$ cat src/core/audio_fmt_pkg.sv
// Shared constants and format decoding for the serial audio link
package audio_fmt_pkg;

  // Register offsets
  localparam logic [7:0] WORD_FORMAT_ADDR = 8'h35;
  localparam logic [7:0] FRAME_CONTROL_ADDR = 8'h36;
  localparam logic [7:0] STATUS_ADDR = 8'h37;

  // Values after reset
  localparam logic [7:0] WORD_FORMAT_RESET = 8'h01;
  localparam logic [7:0] FRAME_CONTROL_RESET = 8'h01;

  // Field positions in the word format register
  localparam int FORMAT_LSB = 0;
  localparam int FORMAT_MSB = 2;
  // Field positions in the frame control register
  localparam int RIGHT_FIRST_BIT = 5;
  localparam int FRAME_SIZE_LSB = 3;
  localparam int FRAME_SIZE_MSB = 4;
  localparam int BIT_ORDER_BIT = 2;
  localparam int PAIR_POL_BIT = 1;
  localparam int EDGE_BIT = 0;
  // Field positions in the status register
  localparam int STICKY_BIT = 0;
  localparam int PENDING_BIT = 1;

  // Word format codes
  localparam logic [2:0] FMT_STANDARD = 3'h0;
  localparam logic [2:0] FMT_LEFT = 3'h1;
  localparam logic [2:0] FMT_RIGHT16 = 3'h4;
  localparam logic [2:0] FMT_RIGHT20 = 3'h5;
  localparam logic [2:0] FMT_RIGHT18 = 3'h6;
  localparam logic [2:0] FMT_RIGHT24 = 3'h7;

  // Frame size codes
  localparam logic [1:0] FRAME_64 = 2'h0;
  localparam logic [1:0] FRAME_48 = 2'h1;
  localparam logic [1:0] FRAME_32 = 2'h2;

  // Sample width carried on the parallel side, left aligned
  localparam int SAMPLE_WIDTH = 24;

  // Timing of the bit clock made by the source end
  localparam int SYSTEM_CLOCK_NS = 4;
  localparam int BIT_CLOCK_NS = 160;
  localparam int BIT_HALF_CYCLES = BIT_CLOCK_NS / (2 * SYSTEM_CLOCK_NS);

  // Bit-clock cycles in one half of a pair-select period
  function automatic logic [5:0] halfBits(input logic [1:0] code);
    logic [5:0] h;
    h = 6'h20;
    case (code)
      FRAME_48: h = 6'h18;
      FRAME_32: h = 6'h10;
      default: h = 6'h20;
    endcase
    return h;
  endfunction : halfBits

  // Number of sample bits carried in each half period
  function automatic logic [4:0] wordWidth(input logic [2:0] fmt, input logic [5:0] half);
    logic [5:0] w;
    w = half - 6'h01;
    case (fmt)
      FMT_LEFT: w = half;
      FMT_RIGHT16: w = 6'h10;
      FMT_RIGHT18: w = 6'h12;
      FMT_RIGHT20: w = 6'h14;
      FMT_RIGHT24: w = 6'h18;
      default: w = half - 6'h01;
    endcase
    if (w > 6'h18) begin
      w = 6'h18;
    end
    if (w > half) begin
      w = half;
    end
    return w[4:0];
  endfunction : wordWidth

  // Bit index within the half period where the word starts
  function automatic logic [5:0] wordStart(input logic [2:0] fmt, input logic [5:0] half);
    logic [5:0] s;
    s = 6'h01;
    if (fmt[2]) begin
      s = half - {1'b0, wordWidth(fmt, half)};
    end else if (fmt == FMT_LEFT) begin
      s = 6'h00;
    end
    return s;
  endfunction : wordStart

  // Bit position within a left-aligned sample for bit k of the word
  function automatic logic [4:0] bitPos(input logic lsbFirst, input logic [4:0] w,
                                       input logic [5:0] k);
    logic [5:0] p;
    p = lsbFirst ? (6'h18 - {1'b0, w} + k) : (6'h17 - k);
    return p[4:0];
  endfunction : bitPos

endpackage : audio_fmt_pkg

$ cat src/core/audio_link_if.sv
// Serial audio link between the source end and the receiver end
`timescale 1ns/1ps
`default_nettype none
interface audio_link_if;
  logic bitClock;      // Serial bit clock, made by the source
  logic pairSelect;    // Word select, marks the two words of a pair
  logic serialAudioIn; // Serial sample data

  // Source end drives the link
  modport source_end (output bitClock, output pairSelect, output serialAudioIn);
  // Receiver end only listens
  modport receiver_end (input bitClock, input pairSelect, input serialAudioIn);
endinterface : audio_link_if
`default_nettype wire

$ cat src/core/audio_serial_receiver.sv
// Receiver end: format registers, link capture and pair buffer
//
// The address-and-strobe port was left to the implementer.
`timescale 1ns/1ps
`default_nettype none
module audio_serial_receiver
  import audio_fmt_pkg::*;
(
  input wire logic clock,
  input wire logic reset,
  audio_link_if.receiver_end link,
  input wire logic [7:0] regAddr,
  input wire logic [7:0] regWrData,
  input wire logic regWrite,
  input wire logic regRead,
  output logic [7:0] regRdData,
  output logic pairValid,
  input wire logic pairReady,
  output logic [23:0] pairLeft,
  output logic [23:0] pairRight
);

  // Register state
  logic [7:0] wordFormat_q, wordFormat_d;     // Word format register
  logic [7:0] frameControl_q, frameControl_d; // Frame control register
  logic overrun_q, overrun_d;                 // Sticky: pair lost to a full buffer
  logic [7:0] rdData_q, rdData_d;             // Read data, one cycle after the strobe

  // Link synchroniser, bit order {bitClock, pairSelect, serialAudioIn}
  logic [2:0] sync1_q, sync2_q;
  logic sckLast_q;                            // Previous synchronised bit clock

  // Capture state
  logic lastWs_q, lastWs_d;                   // Select level at the last capture
  logic [5:0] idx_q, idx_d;                   // Bit index within the half period
  logic started_q, started_d;                 // A select change has been seen
  logic [23:0] acc_q, acc_d;                  // Word being assembled
  logic [23:0] firstWord_q, firstWord_d;      // First word of the pair
  logic firstValid_q, firstValid_d;           // First word held

  // Pair buffer
  logic [47:0] mem_q [2], mem_d [2];          // Two entries {left, right}
  logic wrPtr_q, wrPtr_d;
  logic rdPtr_q, rdPtr_d;
  logic [1:0] count_q, count_d;

  // Decoded configuration
  logic [2:0] fmt;
  logic [5:0] half;
  logic [4:0] width;
  logic [5:0] start;
  logic lsbFirst, pairPol, edgeSel, rightFirst;

  // Capture outputs toward the buffer, and the buffer pop
  logic push;
  logic [47:0] pushPair;
  logic pop;

  // Link signals after the two flops
  logic sck, ws, sd;
  assign sck = sync2_q[2];
  assign ws = sync2_q[1];
  assign sd = sync2_q[0];

  // Configuration decode
  always_comb begin
    fmt = wordFormat_q[FORMAT_MSB:FORMAT_LSB];
    half = halfBits(frameControl_q[FRAME_SIZE_MSB:FRAME_SIZE_LSB]);
    width = wordWidth(fmt, half);
    start = wordStart(fmt, half);
    lsbFirst = frameControl_q[BIT_ORDER_BIT];
    pairPol = frameControl_q[PAIR_POL_BIT];
    edgeSel = frameControl_q[EDGE_BIT];
    rightFirst = frameControl_q[RIGHT_FIRST_BIT];
  end

  // Register next values and read data
  always_comb begin
    wordFormat_d = wordFormat_q;
    frameControl_d = frameControl_q;
    overrun_d = overrun_q;
    rdData_d = 8'h00;
    if (regWrite) begin
      if (regAddr == WORD_FORMAT_ADDR) begin
        wordFormat_d = regWrData;
      end
      if (regAddr == FRAME_CONTROL_ADDR) begin
        frameControl_d = regWrData;
      end
      if (regAddr == STATUS_ADDR && regWrData[STICKY_BIT]) begin
        overrun_d = 1'b0;
      end
    end
    // A loss in the clearing cycle still sets the flag
    if (push && count_q == 2'h2) begin
      overrun_d = 1'b1;
    end
    if (regRead) begin
      case (regAddr)
        WORD_FORMAT_ADDR: rdData_d = wordFormat_q;
        FRAME_CONTROL_ADDR: rdData_d = frameControl_q;
        STATUS_ADDR: rdData_d = {6'h00, pairValid, overrun_q};
        default: rdData_d = 8'h00;
      endcase
    end
  end

  // Register flops
  always_ff @(posedge clock) begin
    if (reset) begin
      wordFormat_q <= WORD_FORMAT_RESET;
      frameControl_q <= FRAME_CONTROL_RESET;
      overrun_q <= 1'b0;
      rdData_q <= 8'h00;
    end else begin
      wordFormat_q <= wordFormat_d;
      frameControl_q <= frameControl_d;
      overrun_q <= overrun_d;
      rdData_q <= rdData_d;
    end
  end
  assign regRdData = rdData_q;

  // Two-flop synchroniser for the link pins, third flop for edge finding
  always_ff @(posedge clock) begin
    if (reset) begin
      sync1_q <= 3'h0;
      sync2_q <= 3'h0;
      sckLast_q <= 1'b0;
    end else begin
      sync1_q <= {link.bitClock, link.pairSelect, link.serialAudioIn};
      sync2_q <= sync1_q;
      sckLast_q <= sync2_q[2];
    end
  end

  // Capture next values
  always_comb begin
    logic capture;
    logic [5:0] idxNow;
    logic [5:0] k;
    logic inWord;
    logic [23:0] word;
    capture = 1'b0;
    idxNow = 6'h00;
    k = 6'h00;
    inWord = 1'b0;
    word = 24'h000000;
    lastWs_d = lastWs_q;
    idx_d = idx_q;
    started_d = started_q;
    acc_d = acc_q;
    firstWord_d = firstWord_q;
    firstValid_d = firstValid_q;
    push = 1'b0;
    pushPair = {firstWord_q, acc_q};
    // Rising edge when the flag is set, falling edge when clear
    capture = edgeSel ? (sck && !sckLast_q) : (!sck && sckLast_q);
    if (capture) begin
      // Index restarts at every select change
      idxNow = (ws != lastWs_q) ? 6'h00 : ((idx_q == 6'h3f) ? idx_q : idx_q + 6'h01);
      if (ws != lastWs_q) begin
        started_d = 1'b1;
      end
      lastWs_d = ws;
      idx_d = idxNow;
      k = idxNow - start;
      inWord = started_d && idxNow >= start && idxNow < start + {1'b0, width};
      if (inWord) begin
        word = (k == 6'h00) ? 24'h000000 : acc_q;
        word[bitPos(lsbFirst, width, k)] = sd;
        acc_d = word;
        if (k == {1'b0, width} - 6'h01) begin
          if (ws == pairPol) begin
            firstWord_d = word;
            firstValid_d = 1'b1;
          end else if (firstValid_q) begin
            // Second word closes the pair
            push = 1'b1;
            firstValid_d = 1'b0;
            pushPair = rightFirst ? {word, firstWord_q} : {firstWord_q, word};
          end
        end
      end
    end
  end

  // Capture flops
  always_ff @(posedge clock) begin
    if (reset) begin
      lastWs_q <= 1'b0;
      idx_q <= 6'h00;
      started_q <= 1'b0;
      acc_q <= 24'h000000;
      firstWord_q <= 24'h000000;
      firstValid_q <= 1'b0;
    end else begin
      lastWs_q <= lastWs_d;
      idx_q <= idx_d;
      started_q <= started_d;
      acc_q <= acc_d;
      firstWord_q <= firstWord_d;
      firstValid_q <= firstValid_d;
    end
  end

  // Buffer next values; a push into a full buffer is dropped
  assign pop = pairValid && pairReady;
  always_comb begin
    mem_d = mem_q;
    wrPtr_d = wrPtr_q;
    rdPtr_d = rdPtr_q;
    count_d = count_q;
    if (push && count_q != 2'h2) begin
      mem_d[wrPtr_q] = pushPair;
      wrPtr_d = !wrPtr_q;
    end
    if (pop) begin
      rdPtr_d = !rdPtr_q;
    end
    count_d = count_q + 2'((push && count_q != 2'h2) ? 1 : 0) - 2'(pop ? 1 : 0);
  end

  // Buffer flops
  always_ff @(posedge clock) begin
    if (reset) begin
      mem_q[0] <= 48'h000000000000;
      mem_q[1] <= 48'h000000000000;
      wrPtr_q <= 1'b0;
      rdPtr_q <= 1'b0;
      count_q <= 2'h0;
    end else begin
      mem_q <= mem_d;
      wrPtr_q <= wrPtr_d;
      rdPtr_q <= rdPtr_d;
      count_q <= count_d;
    end
  end

  // Parallel pair output from the buffer head
  assign pairValid = count_q != 2'h0;
  assign pairLeft = mem_q[rdPtr_q][47:24];
  assign pairRight = mem_q[rdPtr_q][23:0];

endmodule : audio_serial_receiver
`default_nettype wire

$ cat src/flat_wrapper.sv
// flat-port wrapper written by rule: the top's interface ports become plain ports
module audio_serial_receiver_flat import audio_fmt_pkg::*;
  (clock, reset, regAddr, regWrData, regWrite, regRead, regRdData, pairValid, pairReady, pairLeft, pairRight, link_bitClock, link_pairSelect, link_serialAudioIn);
  audio_link_if link_i ();
  input wire logic clock;
  input wire logic reset;
  input wire logic [7:0] regAddr;
  input wire logic [7:0] regWrData;
  input wire logic regWrite;
  input wire logic regRead;
  output logic [7:0] regRdData;
  output logic pairValid;
  input wire logic pairReady;
  output logic [23:0] pairLeft;
  output logic [23:0] pairRight;
  input wire logic [$bits(link_i.bitClock)-1:0] link_bitClock;
  input wire logic [$bits(link_i.pairSelect)-1:0] link_pairSelect;
  input wire logic [$bits(link_i.serialAudioIn)-1:0] link_serialAudioIn;
  assign link_i.bitClock = link_bitClock;
  assign link_i.pairSelect = link_pairSelect;
  assign link_i.serialAudioIn = link_serialAudioIn;
  audio_serial_receiver u_core (.clock(clock), .reset(reset), .link(link_i), .regAddr(regAddr), .regWrData(regWrData), .regWrite(regWrite), .regRead(regRead), .regRdData(regRdData), .pairValid(pairValid), .pairReady(pairReady), .pairLeft(pairLeft), .pairRight(pairRight));
endmodule
$ cat config.mk
export PLATFORM = sky130hd
export DESIGN_NAME = audio_serial_receiver_flat
export DESIGN_NICKNAME = d
export VERILOG_FILES = /design/src/core/audio_fmt_pkg.sv /design/src/core/audio_link_if.sv /design/src/core/audio_serial_receiver.sv /design/src/flat_wrapper.sv
export SDC_FILE = /design/constraint.sdc
export NUM_CORES = 1
export LEC_CHECK = 0
export BUFFER_PORTS_ARGS = -buffer_cell sky130_fd_sc_hd__clkbuf_2
export CAP_MARGIN = 20
export CORE_MARGIN = 1.5
export CORE_UTILIZATION = 60
export CTS_CLUSTER_DIAMETER = 50
export CTS_CLUSTER_SIZE = 40
export DETAILED_ROUTE_END_ITERATION = 10
export HOLD_SLACK_MARGIN = 0.06
export PLACE_DENSITY = 0.8
export SETUP_SLACK_MARGIN = 0.15
export SLEW_MARGIN = 10
export SYNTH_ARGS = -nofsm -noshare
export SYNTH_HDL_FRONTEND = slang
export SYNTH_SLANG_ARGS = --single-unit
$ cat constraint.sdc
create_clock -name clock -period 8.4 [get_ports clock]
set_input_delay 0.42 -clock clock [delete_from_list [all_inputs] [get_ports clock]]
set_output_delay 0.42 -clock clock [all_outputs]
set_load 0.02 [all_outputs]
==> impl.org <==
** Clocking
- Number of buffers inserted to repair setup after CTS :: 0
- Cells resized by post-CTS repair :: 0
- The H-tree generated during clock tree synthesis spans 4 levels.
- After clock tree synthesis, the clock-pin slew on the worst setup and hold paths is 80 ps.
- Buffers inserted during clock tree synthesis total 17.
- After clock tree synthesis, the flow added hold-fix buffers numbering 0.
- Worst skew pair latency :: 450 ps
- Clock tree from TritonCTS :: done
- Number of buffers between clock root and the deepest sink :: 2
- The tree built by TritonCTS fans out to 189 sinks.
- CTS placed an instance of sky130_fd_sc_hd__clkbuf_16 at the clock tree root.

** Power
- The design draws 1.858 mW.
- Largest vdd supply drop :: 0.0001552 V
- In this run the power density over the cells is 160.1 nW/um2.
- Summed over all cells, the static leakage comes to 4.136 nW.

** STA
- Between clock sinks in the finished design, the worst skew comes to 10.64 ps.
- Unrepaired setup endpoints after global routing :: no
- The worst path uses 88.91% of the clock period.
- After layout, the worst setup slack is 931.5 ps.
- The worst path in the final design needs a cycle of 7468 ps, including I/O delays and setup.
- Worst hold-check slack :: 187.7 ps
- At the pin with the least slew margin, the transition time is 1057 ps.
- Headroom to the max-slew limit :: 29.45%
- Number of hold-slack violations in the final timing report :: 0
- Final TNS setup :: 0 ps
- Total setup violations reported at the end of the flow :: 0
- Maximum clock rate :: 133.9 MHz
- The number of max-slew violations in the final report is 0.

** Synth
- Of all flip-flops after synthesis, the portion carrying an async set or reset was 0%.
- Syn Area/Cell :: 8.963 um2
- In this run, distinct cell masters in the synthesized netlist total 85.
- Of all cell types, the one taking the most synthesized area is sky130_fd_sc_hd__dfxtp_1.
- Top area cells in the synthesized netlist :: sky130_fd_sc_hd__dfxtp_1, sky130_fd_sc_hd__mux2_2, sky130_fd_sc_hd__o2bb2ai_1, sky130_fd_sc_hd__ha_1, sky130_fd_sc_hd__o211ai_1
- The most used flip-flop cell after synthesis is sky130_fd_sc_hd__dfxtp_1.
- Synthesis produced a netlist whose cell count is 1175.
- Synthesis produced a netlist with a net count of 1234.
- Summing every instance area after synthesis gives 10530 um2.
- The synthesized design contains 0 enable-type register cells.
- After synthesis, the largest area contributor takes up 35.93% of total cell area.
- Syn. warnings :: 0
- Share of synthesized area occupied by flip-flops and latches :: 35.93%
- Counting flops and latches in the post-synthesis netlist gives 189.

** Worst setup path
- Cell repeated most along the worst path :: sky130_fd_sc_hd__ha_1
- For the worst setup path, the data required time is 8720 ps.
- Worst R2R Path Depth :: 29
- Start of the worst register-to-register path :: u_core.frameControl_q[3]$_SDFFE_PP0P_
- The worst setup path is launched from a register.
- The setup check on the worst reg-to-reg path leaves a slack of 930 ps.
- Critical path data arrival time :: 7790 ps
- CP max stage delay :: 470 ps
- Worst-path cell with the longest stage delay :: sky130_fd_sc_hd__o311ai_1
- The most critical setup path has its startpoint at u_core.frameControl_q[3]$_SDFFE_PP0P_.
- In this run the worst setup path terminates at u_core.mem_q[84]$_SDFFE_PP0P_.
- The critical path is of the register to register type.
- The worst setup path is captured at a register.
- Crit Path Max Fanout :: 20
- In this run the critical register-to-register path is captured at u_core.mem_q[84]$_SDFFE_PP0P_.

** Final layout
- Once layout is complete, the utilization of the core stands at 67.33%.
- Inserted Diodes :: 0
- Post-route cell area :: 11600 um2
- Relative to the synthesized area, the layout overhead comes to 10.19%.
- Of the cells placed in the final design, the portion with a size suffix greater than 1 is 21.17%.
- For this run, the post-layout net count is 1255.
- Leaving out filler cells and counting taps, the final layout contains 1434.

** Routing
- For this run, the detailed router's first-pass iteration total came to 6.
- For this block, the routed nets add up to 29040 um of wire.
- For this run, design rule violations remaining after detail routing come to 0.
- After detailed routing, the number of vias per cell comes to 6.665.
- Once detail routing completed, the nets flagged for antenna violations numbered 0.
- The first routing iteration left 1199 violations.
- Avg WL per Cell :: 20.25 um
- For this block, the via count after detailed routing is 9557.

** Die
- Die X-Extent :: 135.5 um
- Row Count :: 48
- Core area :: 17240 um2
- Number of top-level pins :: 81
- Y dimension of the die :: 135.5 um
- DIE AREA :: 18360 um2
- Once the floorplan was initialized, standard cells occupied 61.10% of the core.

** Placement
- During placement, the flow inserted port buffers numbering 80.
- Weighted congestion reported at the end of routability-driven placement :: 0.9256
- Post-placement cell area :: 11010 um2
- DP Wirelength :: 19080 um
- Cell count after placement :: 1402
- Timing analysis after detailed placement gives a worst setup slack of 1074 ps.

** Status
- The run finished with clean final reports.

** GRT
- The via count of the first global-routing pass was 8831.
- The initial antenna violation count came to 1.
- Total global-route track usage :: 31.45%
- Entering global routing, the biggest net connects 65 pins.
- The first global-routing pass estimated 45790 um of wire.
- Overflow left after global routing :: 0

** Hold path
- The worst hold path belongs to the class input pin to register.

** Run
- Number of max-capacitance violations reported :: 0
-- cell families after synthesis --
logic type               after synthesis  share of synthesized area, %
AO/OA/AOI/OAI                        369                         25.89
XOR/XNOR                              23                         2.115
adder cells (fa/ha/maj)               35                         4.301
buffers and inverters                135                         5.323
flip-flops                           189                         35.93
multiplexers                          95                         9.837
other                                  1                       0.03561
AND/OR/NAND/NOR                      328                         16.57
-- how the worst min path moves through the flow --
stage	startpoint	endpoint	slack (ps)	depth (start not counted)
after global placement	u_core.sync1_q[1]$_SDFF_PP0_	u_core.sync2_q[1]$_SDFF_PP0_	420	1
after global routing	link_serialAudioIn	u_core.sync1_q[0]$_SDFF_PP0_	190	2
final	link_pairSelect	u_core.sync1_q[1]$_SDFF_PP0_	190	2
after detailed placement	u_core.sync1_q[2]$_SDFF_PP0_	u_core.sync2_q[2]$_SDFF_PP0_	430	1
after CTS	link_serialAudioIn	u_core.sync1_q[0]$_SDFF_PP0_	190	2
after floorplan	u_core.sync1_q[0]$_SDFF_PP0_	u_core.sync2_q[0]$_SDFF_PP0_	410	1
-- Yosys cell counts (30+ instances only) --
cell type,count
sky130_fd_sc_hd__a21oi_1,73
sky130_fd_sc_hd__clkbuf_1,58
sky130_fd_sc_hd__dfxtp_1,189
sky130_fd_sc_hd__ha_1,33
sky130_fd_sc_hd__inv_1,30
sky130_fd_sc_hd__mux2_2,58
sky130_fd_sc_hd__mux2i_1,36
sky130_fd_sc_hd__nand2_1,70
sky130_fd_sc_hd__nand3_1,41
sky130_fd_sc_hd__nand4_1,49
sky130_fd_sc_hd__nor2_1,69
sky130_fd_sc_hd__o211ai_1,51
sky130_fd_sc_hd__o21ai_0,30
sky130_fd_sc_hd__o2bb2ai_1,50
-- cell type report --
type	instances	area, um2
Clock buffer	17	425.4
Inverter	32	120.1
Timing Repair Buffer	105	588.1
Sequential cell	189	3786
Multi-Input combinational cell	851	6233
Tap cell	225	281.5
Fill cell	1384	5632
Clock inverter	15	170.2
-- registers in the layout, summed over array words and instances (netlist names), 2 cells and up --
name                   count
u_core.wordFormat_q        8
u_core.firstWord_q        24
u_core.regRdData           8
u_core.sync1_q             3
u_core.sync2_q             3
u_core.count_q             2
u_core.frameControl_q      8
u_core.mem_q              96
u_core.acc_q              24
u_core.idx_q               6
-- cells in the final DEF, fill, tap and decap left out, types with 8 or more instances in the layout --
cell / netlist / layout
sky130_fd_sc_hd__nor3_1: 14 / 14
sky130_fd_sc_hd__a21oi_1: 73 / 73
sky130_fd_sc_hd__o21ai_0: 30 / 30
sky130_fd_sc_hd__a31oi_1: 14 / 13
sky130_fd_sc_hd__a211oi_1: 14 / 14
sky130_fd_sc_hd__nand3_1: 41 / 41
sky130_fd_sc_hd__nor2b_1: 14 / 14
sky130_fd_sc_hd__mux2_2: 58 / 58
sky130_fd_sc_hd__o211ai_1: 51 / 51
sky130_fd_sc_hd__nand2b_1: 9 / 9
sky130_fd_sc_hd__inv_1: 30 / 30
sky130_fd_sc_hd__nor2_1: 69 / 69
sky130_fd_sc_hd__nand2_1: 70 / 70
sky130_fd_sc_hd__clkbuf_2: 0 / 79
sky130_fd_sc_hd__o21ai_1: 24 / 24
sky130_fd_sc_hd__a22oi_1: 8 / 8
sky130_fd_sc_hd__and3_1: 15 / 15
sky130_fd_sc_hd__dfxtp_1: 189 / 187
sky130_fd_sc_hd__xor2_1: 12 / 12
sky130_fd_sc_hd__o311ai_1: 9 / 9
sky130_fd_sc_hd__nor3_2: 9 / 9
sky130_fd_sc_hd__a311oi_1: 10 / 10
sky130_fd_sc_hd__o31ai_1: 21 / 21
sky130_fd_sc_hd__o31ai_2: 10 / 10
sky130_fd_sc_hd__o2bb2ai_1: 50 / 50
sky130_fd_sc_hd__mux2i_1: 36 / 36
sky130_fd_sc_hd__nand4_1: 49 / 49
sky130_fd_sc_hd__a311o_1: 9 / 9
sky130_fd_sc_hd__ha_1: 33 / 33
sky130_fd_sc_hd__buf_4: 4 / 25
sky130_fd_sc_hd__clkbuf_16: 0 / 17
-- worst max-delay path, delay by kind of cell (launching register included) --
kind | cells | cell delay, ps
xor gates and xnor gates | 4 | 980
muxes | 1 | 190
and+or+nand+nor | 8 | 1640
buffers and inverters | 5 | 720
adders and majority gates | 6 | 2100
AOI/OAI and AO/OA | 5 | 1320
DFF | 1 | 380
-- power by group --
part	internal (mW)	total, mW	switching, mW
registers	0.900	0.906	0.00602
logic	0.0486	0.141	0.0929
clock network	0.401	0.810	0.409
total	1.35	1.86	0.507
-- routing by layer --
metal | wire, um | up-vias | global-route usage, %
met5 | 13 | - | 0
met2 | 13170 | 479 | 49.63
li1 | - | 4490 | -
met1 | 12610 | 4518 | 42.98
met3 | 2522 | 68 | 6.659
met4 | 726 | 2 | 10.22
Note: power is estimated with default switching activity, not from simulation.
